## src/core/rbfs_pkg.sv

```systemverilog
// Purpose: constants and types shared by the rail and self-test fault bank
// Assumes: register words sit at byte address four times their index
// Notes:   the bus decode compares word indices, never byte addresses
`default_nettype none
package rbfs_pkg;
    // word indices of the registers (byte address = index * 4)
    localparam logic [13:0] RAIL_IDX     = 14'h02a3; // supply_rail_faults
    localparam logic [13:0] OVUV_IDX     = 14'h02a4; // voltage_selftest_faults
    localparam logic [13:0] OTUT_IDX     = 14'h02a5; // temperature_selftest_faults
    localparam logic [13:0] RES_BASE_IDX = 14'h02b0; // correction result byte 0
    localparam logic [13:0] CTRL_IDX     = 14'h0300; // self-test control
    localparam logic [13:0] IRQ_STAT_IDX = 14'h0301; // interrupt status, w1c
    localparam logic [13:0] IRQ_MASK_IDX = 14'h0302; // interrupt mask

    // result byte store: bytes zero through eight
    localparam logic [3:0]  RES_COUNT    = 4'h9;
    localparam logic [9:0]  RES_PAD      = 10'h000;
    localparam int          RES_DEPTH    = 9;

    // supply_rail_faults bit positions
    localparam int RAIL_THERMISTOR_REFERENCE_OUTPUT_LOW  = 5; // thermistor_reference_low_flag
    localparam int RAIL_COMM_LOW   = 3; // comm_supply_low_flag
    localparam int RAIL_DIG_HIGH   = 2; // digital_supply_high_flag
    localparam int RAIL_ANA_HIGH   = 1; // analog_supply_high_flag

    // voltage_selftest_faults layout
    localparam logic [7:0] VBIST_FLAG_MASK = 8'h03; // comparator fail bits
    localparam logic [7:0] VBIST_RSVD_MASK = 8'hfc; // reserved, plain rw

    // control register bits
    localparam int CTRL_VBIST_EN = 0; // voltage_comparator_selftest enable
    localparam int CTRL_TBIST_EN = 1; // temperature_comparator_selftest enable
    localparam int CTRL_DIR      = 2; // test_direction_selector
    localparam logic [7:0] CTRL_MASK = 8'h07;

    // interrupt status bits
    localparam int IRQ_RAIL   = 0; // a rail flag newly set
    localparam int IRQ_VBIST  = 1; // a voltage self-test flag newly set
    localparam int IRQ_TBIST  = 2; // a temperature self-test flag newly set
    localparam int IRQ_RESULT = 3; // a result byte was written
    localparam logic [7:0] IRQ_MASK_BITS = 8'h0f;

    // reset values
    localparam logic [7:0]  BYTE_ZERO = 8'h00;
    localparam logic [31:0] WORD_ZERO = 32'h0000_0000;

    // bus slave sequencing
    typedef enum logic [1:0] {
        BUS_IDLE,
        BUS_WAIT,
        BUS_ACK
    } rbfs_bus_state_t;
endpackage : rbfs_pkg
`default_nettype wire

```

## src/core/rbfs_mem_if.sv

```systemverilog
// Purpose: link between the fault bank and its result byte store
// Assumes: both ends run on the same clock
// Notes:   read data is registered inside the store, one cycle behind rd_idx
`timescale 1ns/1ps
`default_nettype none
interface rbfs_mem_if;
    logic       wr_en;   // write strobe from the coding engine
    logic [3:0] wr_idx;  // byte being written
    logic [7:0] wr_data; // value written
    logic [3:0] rd_idx;  // byte selected by the bus
    logic [7:0] rd_data; // registered read data

    // bank side drives requests
    modport ctrl (output wr_en, output wr_idx, output wr_data,
                  output rd_idx, input rd_data);
    // store side answers
    modport mem  (input wr_en, input wr_idx, input wr_data,
                  input rd_idx, output rd_data);
endinterface : rbfs_mem_if
`default_nettype wire

```

## src/core/rbfs_result_mem.sv

```systemverilog
// Purpose: read-only (to software) store of the coding self-test results
// Assumes: writes come only from the coding engine on the same clock
// Notes:   read data leaves a register, so reads cost one cycle
`timescale 1ns/1ps
`default_nettype none
module rbfs_result_mem (
    input  wire logic clk_i,    // system clock
    input  wire logic rst_i,    // synchronous reset, high
    rbfs_mem_if.mem   mem       // request and answer bundle
);
    // one byte per result slot, all clear after reset
    logic [7:0] bytes [rbfs_pkg::RES_DEPTH];

    // per-slot storage, one generate loop
    genvar gi;
    generate
        for (gi = 0; gi < rbfs_pkg::RES_DEPTH; gi = gi + 1) begin : g_slot
            // this slot's write decode
            wire hit = mem.wr_en && (mem.wr_idx == 4'(gi));
            always_ff @(posedge clk_i) begin
                if (rst_i) begin
                    bytes[gi] <= rbfs_pkg::BYTE_ZERO;
                end else if (hit) begin
                    bytes[gi] <= mem.wr_data;
                end
            end
        end
    endgenerate

    // out-of-range slots read as zero rather than x
    wire        rd_ok   = mem.rd_idx < rbfs_pkg::RES_COUNT;
    wire [7:0]  rd_pick = rd_ok ? bytes[mem.rd_idx] : rbfs_pkg::BYTE_ZERO;

    // registered read port
    always_ff @(posedge clk_i) begin
        if (rst_i) begin
            mem.rd_data <= rbfs_pkg::BYTE_ZERO;
        end else begin
            mem.rd_data <= rd_pick;
        end
    end
endmodule : rbfs_result_mem
`default_nettype wire

```

## src/core/rbfs_fault_bank.sv

```systemverilog
// Purpose: rail and self-test fault status bank behind a wishbone slave
// Assumes: fault levels arrive from analog blocks, asynchronous to clk_i
// Notes:   flags are sticky and cleared by writing one; set beats clear
//
// Functional notes
// - thermistor reference undervoltage sets its flag
// - comm supply undervoltage sets its flag
// - digital supply overvoltage sets its flag
// - analog supply overvoltage sets its flag
// - voltage comparator fails flagged only when enabled
// - six channel fail flags, only when enabled
// - direction zero: software reads result bytes 0-7
// - direction one: software reads result bytes 0-8
// - further result bytes at consecutive read-only addresses
`timescale 1ns/1ps
`default_nettype none
module rbfs_fault_bank (
    input  wire logic        clk_i,         // 50 MHz system clock
    input  wire logic        rst_i,         // synchronous reset, high
    input  wire logic [15:0] adr_i,         // wishbone byte address
    input  wire logic [31:0] dat_i,         // wishbone write data
    input  wire logic [3:0]  sel_i,         // wishbone byte selects
    input  wire logic        we_i,          // wishbone write enable
    input  wire logic        cyc_i,         // wishbone cycle
    input  wire logic        stb_i,         // wishbone strobe
    output logic      [31:0] dat_o,         // wishbone read data
    output logic             ack_o,         // wishbone acknowledge
    output logic             irq_o,         // level interrupt
    input  wire logic [7:0]  rail_raw_i,    // raw supply_rail_faults levels
    input  wire logic [1:0]  vcomp_raw_i,   // raw high/low comparator fails
    input  wire logic [7:0]  tcomp_raw_i,   // raw channel and comparator fails
    input  wire logic        result_wr_i,   // coding engine result strobe
    input  wire logic [3:0]  result_idx_i,  // result byte index
    input  wire logic [7:0]  result_data_i, // result byte value
    output logic             vbist_en_o,    // voltage self-test enable
    output logic             tbist_en_o,    // temperature self-test enable
    output logic             test_dir_o     // test_direction_selector
);
    // two-stage synchronisers for all analog fault levels
    // a level caught mid-change may settle either way; flop two hides it
    logic [17:0] sync_a;            // first stage, read by sync_b only
    logic [17:0] sync_b;            // second stage, safe to use
    wire  [17:0] raw_all = {tcomp_raw_i, vcomp_raw_i, rail_raw_i};

    always_ff @(posedge clk_i) begin
        if (rst_i) begin
            sync_a <= 18'h0_0000;
            sync_b <= 18'h0_0000;
        end else begin
            sync_a <= raw_all;
            sync_b <= sync_a;
        end
    end

    // synchronised views
    wire [7:0] rail_sync  = sync_b[7:0];
    wire [1:0] vcomp_sync = sync_b[9:8];
    wire [7:0] tcomp_sync = sync_b[17:10];

    // register state
    logic [7:0] rail;               // supply_rail_faults
    logic [7:0] ovuv;               // voltage_selftest_faults
    logic [7:0] otut;               // temperature_selftest_faults
    logic [7:0] ctrl;               // self-test control
    logic [3:0] irq_stat;           // sticky interrupt events
    logic [3:0] irq_mask;           // interrupt enables
    rbfs_pkg::rbfs_bus_state_t state;
    rbfs_pkg::rbfs_bus_state_t next_state;

    // bus decode
    wire [13:0] word_idx = adr_i[15:2];
    wire        req      = cyc_i & stb_i;
    wire [13:0] res_off  = word_idx - rbfs_pkg::RES_BASE_IDX;
    wire        hit_rail = word_idx == rbfs_pkg::RAIL_IDX;
    wire        hit_ovuv = word_idx == rbfs_pkg::OVUV_IDX;
    wire        hit_otut = word_idx == rbfs_pkg::OTUT_IDX;
    wire        hit_ctrl = word_idx == rbfs_pkg::CTRL_IDX;
    wire        hit_stat = word_idx == rbfs_pkg::IRQ_STAT_IDX;
    wire        hit_mask = word_idx == rbfs_pkg::IRQ_MASK_IDX;
    // result bytes sit at consecutive words after byte zero
    wire        hit_res  = (word_idx >= rbfs_pkg::RES_BASE_IDX) &&
                           (res_off < {rbfs_pkg::RES_PAD,
                                       rbfs_pkg::RES_COUNT});

    // a write lands on the edge where the master sees ack
    wire        commit   = (state == rbfs_pkg::BUS_ACK) & req & we_i & sel_i[0];
    wire [7:0]  wbyte    = dat_i[7:0];

    // per-register write-one-to-clear masks
    wire [7:0] rail_clr = (commit & hit_rail) ? wbyte : rbfs_pkg::BYTE_ZERO;
    wire [7:0] ovuv_clr = (commit & hit_ovuv) ? wbyte : rbfs_pkg::BYTE_ZERO;
    wire [7:0] otut_clr = (commit & hit_otut) ? wbyte : rbfs_pkg::BYTE_ZERO;
    wire [7:0] stat_clr = (commit & hit_stat) ? wbyte : rbfs_pkg::BYTE_ZERO;

    // control fields steer flag gating
    wire vbist_en = ctrl[rbfs_pkg::CTRL_VBIST_EN];
    wire tbist_en = ctrl[rbfs_pkg::CTRL_TBIST_EN];

    // set terms; self-test flags gated by their enables
    wire [7:0] rail_set = rail_sync;
    wire [7:0] ovuv_set = {6'h00, vcomp_sync & {2{vbist_en}}};
    wire [7:0] otut_set = tcomp_sync & {8{tbist_en}};

    // sticky update: set wins over a same-cycle clear
    wire [7:0] next_rail = rail_set | (rail & ~rail_clr);
    wire [7:0] next_otut = otut_set | (otut & ~otut_clr);
    wire [7:0] ovuv_flag = ovuv_set |
                           (ovuv & rbfs_pkg::VBIST_FLAG_MASK & ~ovuv_clr);
    // reserved upper bits are plain storage
    wire [7:0] ovuv_rsvd = (commit & hit_ovuv) ?
                           (wbyte & rbfs_pkg::VBIST_RSVD_MASK) :
                           (ovuv & rbfs_pkg::VBIST_RSVD_MASK);
    wire [7:0] next_ovuv = ovuv_rsvd | ovuv_flag;

    // interrupt events: a flag rising from clear, or a result byte write
    wire [3:0] irq_ev = {result_wr_i,
                         |(otut_set & ~otut),
                         |(ovuv_set & ~ovuv),
                         |(rail_set & ~rail)};
    wire [3:0] next_stat = irq_ev | (irq_stat & ~stat_clr[3:0]);

    // fault register updates
    always_ff @(posedge clk_i) begin
        if (rst_i) begin
            rail <= rbfs_pkg::BYTE_ZERO;
            ovuv <= rbfs_pkg::BYTE_ZERO;
            otut <= rbfs_pkg::BYTE_ZERO;
        end else begin
            rail <= next_rail;
            ovuv <= next_ovuv;
            otut <= next_otut;
        end
    end

    // control and interrupt registers
    always_ff @(posedge clk_i) begin
        if (rst_i) begin
            ctrl     <= rbfs_pkg::BYTE_ZERO;
            irq_stat <= 4'h0;
            irq_mask <= 4'h0;
            irq_o    <= 1'b0;
        end else begin
            if (commit & hit_ctrl) begin
                ctrl <= wbyte & rbfs_pkg::CTRL_MASK;
            end
            if (commit & hit_mask) begin
                irq_mask <= wbyte[3:0];
            end
            irq_stat <= next_stat;
            // the pin trails the status by a cycle so it leaves a flop
            irq_o    <= |(irq_stat & irq_mask);
        end
    end

    // control bits also leave as flop outputs
    always_ff @(posedge clk_i) begin
        if (rst_i) begin
            vbist_en_o <= 1'b0;
            tbist_en_o <= 1'b0;
            test_dir_o <= 1'b0;
        end else begin
            vbist_en_o <= vbist_en;
            tbist_en_o <= tbist_en;
            test_dir_o <= ctrl[rbfs_pkg::CTRL_DIR];
        end
    end

    // result store; software can only read it
    rbfs_mem_if mem_bus ();
    assign mem_bus.wr_en   = result_wr_i;
    assign mem_bus.wr_idx  = result_idx_i;
    assign mem_bus.wr_data = result_data_i;
    assign mem_bus.rd_idx  = res_off[3:0];

    rbfs_result_mem u_result_mem (
        .clk_i (clk_i),
        .rst_i (rst_i),
        .mem   (mem_bus.mem)
    );

    // read mux; unmapped words read as zero
    wire [7:0] rd_byte = hit_rail ? rail :
                         hit_ovuv ? ovuv :
                         hit_otut ? otut :
                         hit_res  ? mem_bus.rd_data :
                         hit_ctrl ? ctrl :
                         hit_stat ? {4'h0, irq_stat} :
                         hit_mask ? {4'h0, irq_mask} :
                         rbfs_pkg::BYTE_ZERO;

    // bus sequencing: idle, one wait for the memory, then ack
    // the wait lets the result store register its read data, so every
    // address answers with the same fixed latency
    always_comb begin
        next_state = state;
        case (state)
            rbfs_pkg::BUS_IDLE: begin
                if (req) begin
                    next_state = rbfs_pkg::BUS_WAIT;
                end
            end
            rbfs_pkg::BUS_WAIT: begin
                next_state = rbfs_pkg::BUS_ACK;
            end
            rbfs_pkg::BUS_ACK: begin
                next_state = rbfs_pkg::BUS_IDLE;
            end
            default: begin
                next_state = rbfs_pkg::BUS_IDLE;
            end
        endcase
    end

    // state, ack and read data registers
    always_ff @(posedge clk_i) begin
        if (rst_i) begin
            state <= rbfs_pkg::BUS_IDLE;
            ack_o <= 1'b0;
            dat_o <= rbfs_pkg::WORD_ZERO;
        end else begin
            state <= next_state;
            ack_o <= (next_state == rbfs_pkg::BUS_ACK);
            if (state == rbfs_pkg::BUS_WAIT) begin
                dat_o <= {24'h00_0000, rd_byte};
            end
        end
    end

    // local copies of bit positions, declared before the checks use them
    localparam int RAIL_THERMISTOR_REFERENCE_OUTPUT_LOW_C = rbfs_pkg::RAIL_THERMISTOR_REFERENCE_OUTPUT_LOW;
    localparam int RAIL_COMM_LOW_C  = rbfs_pkg::RAIL_COMM_LOW;
    localparam int RAIL_DIG_HIGH_C  = rbfs_pkg::RAIL_DIG_HIGH;
    localparam int RAIL_ANA_HIGH_C  = rbfs_pkg::RAIL_ANA_HIGH;
endmodule : rbfs_fault_bank
`default_nettype wire

```

## config.mk

```make
export PLATFORM = sky130hd
export DESIGN_NAME = rbfs_fault_bank
export DESIGN_NICKNAME = d
export VERILOG_FILES = /design/src/core/rbfs_pkg.sv /design/src/core/rbfs_mem_if.sv /design/src/core/rbfs_result_mem.sv /design/src/core/rbfs_fault_bank.sv
export SDC_FILE = /design/constraint.sdc
export NUM_CORES = 1
export LEC_CHECK = 0
export BUFFER_PORTS_ARGS = -buffer_cell sky130_fd_sc_hd__buf_2
export CAP_MARGIN = 20
export CELL_PAD_IN_SITES_DETAIL_PLACEMENT = 0
export CELL_PAD_IN_SITES_GLOBAL_PLACEMENT = 1
export CORE_UTILIZATION = 30
export DETAILED_ROUTE_END_ITERATION = 16
export PLACE_DENSITY = 0.66
export SLEW_MARGIN = 15
export SYNTH_ARGS = -nofsm -noshare
export SYNTH_HDL_FRONTEND = slang
export SYNTH_SLANG_ARGS = --single-unit
export TNS_END_PERCENT = 5
```

## constraint.sdc

```tcl
create_clock -name clk_i -period 1.6 [get_ports clk_i]
set_clock_uncertainty 0.05 [all_clocks]
set_input_delay 0 -clock clk_i [delete_from_list [all_inputs] [get_ports clk_i]]
set_output_delay 0 -clock clk_i [all_outputs]
set_load 0.03 [all_outputs]
```

==> results.sh <==
export IMPL_start_util_pct=30.5
export IMPL_synth_edf_count=72
export IMPL_ir_worst_vdd_uv=575
export IMPL_hold_viol_final=0
export IMPL_hold_class="in -> reg"
export IMPL_grt_setup_unrepaired="yes"
export IMPL_drv_slew=0
export IMPL_end_kind="flop"
export IMPL_setup_ws_ns=0.0807
export IMPL_synth_area_leader_cell="edfxtp_1"
export IMPL_syn_to_final_growth_pct=27.1
export IMPL_grt_antenna_before_repair=1
export IMPL_mappedNetlistArea_um2=7130
export IMPL_criticalPathCategory="reg -> reg"
export IMPL_root_buffer="clkbuf_16"
export IMPL_fmax_mhz=658
export IMPL_nets=873
export IMPL_synth_common_cells="dfxtp_1 (93), and2_1 (74), edfxtp_1 (72)"
export IMPL_synthCells=642
export IMPL_post_route_min_period_ns=1.52
export IMPL_rows=56
export IMPL_startpoint_type="flop"
export IMPL_power_density_nw_per_um2=1070
export IMPL_fin_area_um2=9060
export IMPL_dieHeight_um=156
export IMPL_grt_use_total_pct=15.1
export IMPL_path_buf_inv=0
export IMPL_critPathSlowestCell="mux4_2"
export IMPL_async_flop_share_pct=0
export IMPL_status="finished, final reports clean"
export IMPL_clk_path_buf_depth=2
export IMPL_yosys_cell_types_count=51
export IMPL_synthTopCellsByArea="edfxtp_1 (30%), dfxtp_1 (26%), and2_1 (6.5%)"
export IMPL_dr_pass1_iters=4
export IMPL_stdcell_count=1117
export IMPL_cts_tree="yes"
export IMPL_ys_ff_latch=165
export IMPL_portBuffers=71
export IMPL_period_share_pct=95.0
export IMPL_gp_congestion=0.804
export IMPL_avgSynthCellArea_um2=11.1
export IMPL_drcViolationCount=0
export IMPL_overflow=0
export IMPL_via_per_inst=4.45
export IMPL_critPathMaxStageDelay_ns=0.52
export IMPL_n_antenna_cell=0
export IMPL_crit_fanout=1
export IMPL_synth_warnings=0
export IMPL_total_power_mw=9.65
export IMPL_route_final_wire_length_mm=17.7
export IMPL_wl_per_cell_um=15.9
export IMPL_die_area_um2=24400
export IMPL_synthFlopType="dfxtp_1"
export IMPL_hpwl_mm=12.6
export IMPL_drv_cap=0
export IMPL_postCtsSetupBuffers=0
export IMPL_required_ns=1.87
export IMPL_yosysMostFrequentCell="dfxtp_1"
export IMPL_grt_pass1_wl_mm=27.5
export IMPL_drt_iter0_drc=255
export IMPL_arrival_ns=1.79
export IMPL_layout_drive_gt1_share_pct=23.2
export IMPL_path_delay_family="multiplexers"
export IMPL_ant_nets=0
export IMPL_htreeDepth=4
export IMPL_ys_seq_area_share_pct=56.4
export IMPL_dp_cells=1048
export IMPL_fillers=2363
export IMPL_ios=125
export IMPL_vias=4966
export IMPL_pre_cts_slack_ns=-0.187
export IMPL_clk_pin_slew_ns=0.07
export IMPL_worst_skew_pair_late_latency_ns=0.42
export IMPL_synth_top_area_share_pct=30.3
export IMPL_cts_buffers=17
export IMPL_grt_pass1_vias=4792
export IMPL_path_cells="mux4_2 -> mux2i_2 -> nor2_1 -> a21oi_2 -> nor2_1"
export IMPL_hold_ws_ns=0.0547
export IMPL_setup_violations=0
export IMPL_critical_path_most_common_cell="nor2_1"
export IMPL_cts_sinks=165
export IMPL_fp_dieW_um=156
export IMPL_placed_area_um2=8050
export IMPL_p_leak_nw=3.47
export IMPL_core_area_um2=23400
export IMPL_grt_max_degree=82
==> final timing paths <==
check	depth (start not counted)	start	slack (ns)	to
setup / recovery	5	u_result_mem.bytes[0][3]	0.08	u_result_mem.mem.rd_data[3]
hold / removal	3	rst_i	0.05	sync_b[7]
setup reg to reg	5	u_result_mem.bytes[0][3]	0.08	u_result_mem.mem.rd_data[3]
hold reg to reg	1	sync_a[2]	0.38	sync_b[2]
==> power by group <==
group | switching (mW) | leakage [nW] | internal (mW) | total [mW]
Clock | 1.84 | 0.296 | 2.38 | 4.22
Combinational | 0.451 | 1.72 | 0.343 | 0.795
Sequential | 0.0712 | 1.45 | 4.57 | 4.64
Total | 2.36 | 3.47 | 7.29 | 9.65
==> stage by stage <==
stage                     util, %  setup TNS [ns]
after floorplan                 -         -0.0455
after global placement       34.4           -3.35
after detailed placement     34.4           -3.85
after CTS                    38.6               0
after global routing         38.7         -0.0119
final                        38.7               0
==> cells in the final DEF, fill, tap and decap left out, types with 12 or more instances in the layout <==
master	synthesis	layout
nor2b_1	43	42
o22ai_1	12	12
buf_2	6	71
a21oi_1	29	26
buf_4	24	42
dlygate4sd3_1	0	37
and2_1	74	74
inv_1	23	23
edfxtp_1	72	72
clkbuf_16	0	17
mux2i_1	24	23
mux4_2	16	16
dfxtp_1	93	93
o21ai_0	16	16
conb_1	1	24
a311oi_1	16	16
nor2_1	56	55
nand2_1	38	38
==> kinds of logic after synthesis <==
group / count (synthesis) / synth area share (%)
AO/OA/AOI/OAI: 104 / 9.72
buffers and inverters: 75 / 5.42
flip-flops: 165 / 56.4
multiplexers: 40 / 8.42
other: 1 / 0.0526
AND/OR/NAND/NOR: 257 / 20.0
==> worst min-delay path: cells and delay by family <==
family	cells	cell delay, ns
and+or+nand+nor	1	0.13
buffers and inverters	2	0.34
==> final cells by class <==
cell class | instances | area (um^2) | area share, %
clock buffers | 18 | 429 | 4.74
multi-input cells | 425 | 2840 | 31.3
inverters | 23 | 86.3 | 0.953
repair buffers | 153 | 1100 | 12.2
well taps | 319 | 399 | 4.40
clock inverters | 14 | 184 | 2.03
flip-flops and latches | 165 | 4020 | 44.4
==> registers in the layout, indices dropped and copies added (netlist names) <==
register,cells
ack_o,1
ctrl,3
dat_o,8
irq_mask,4
irq_o,1
irq_stat,4
otut,8
ovuv,8
rail,8
state,1
sync_a,18
sync_b,18
tbist_en_o,1
test_dir_o,1
u_result_mem.bytes,72
u_result_mem.mem.rd_data,8
vbist_en_o,1
==> routing by layer <==
metal	track usage (%)	wire, um	vias to the layer above
met5	0	10	-
met4	4.86	231	2
met3	2.67	651	18
met2	23.2	8130	114
met1	21.6	8720	2316
li1	-	-	2516
==> what timing repair did <==
action	4_1_cts	5_1_grt
hold buffers	37	0
gates resized for setup	0	8
endpoints found under the hold margin	123	0
endpoints found under the setup margin	0	40
No activity file was read; power rests on OpenSTA's default activity.
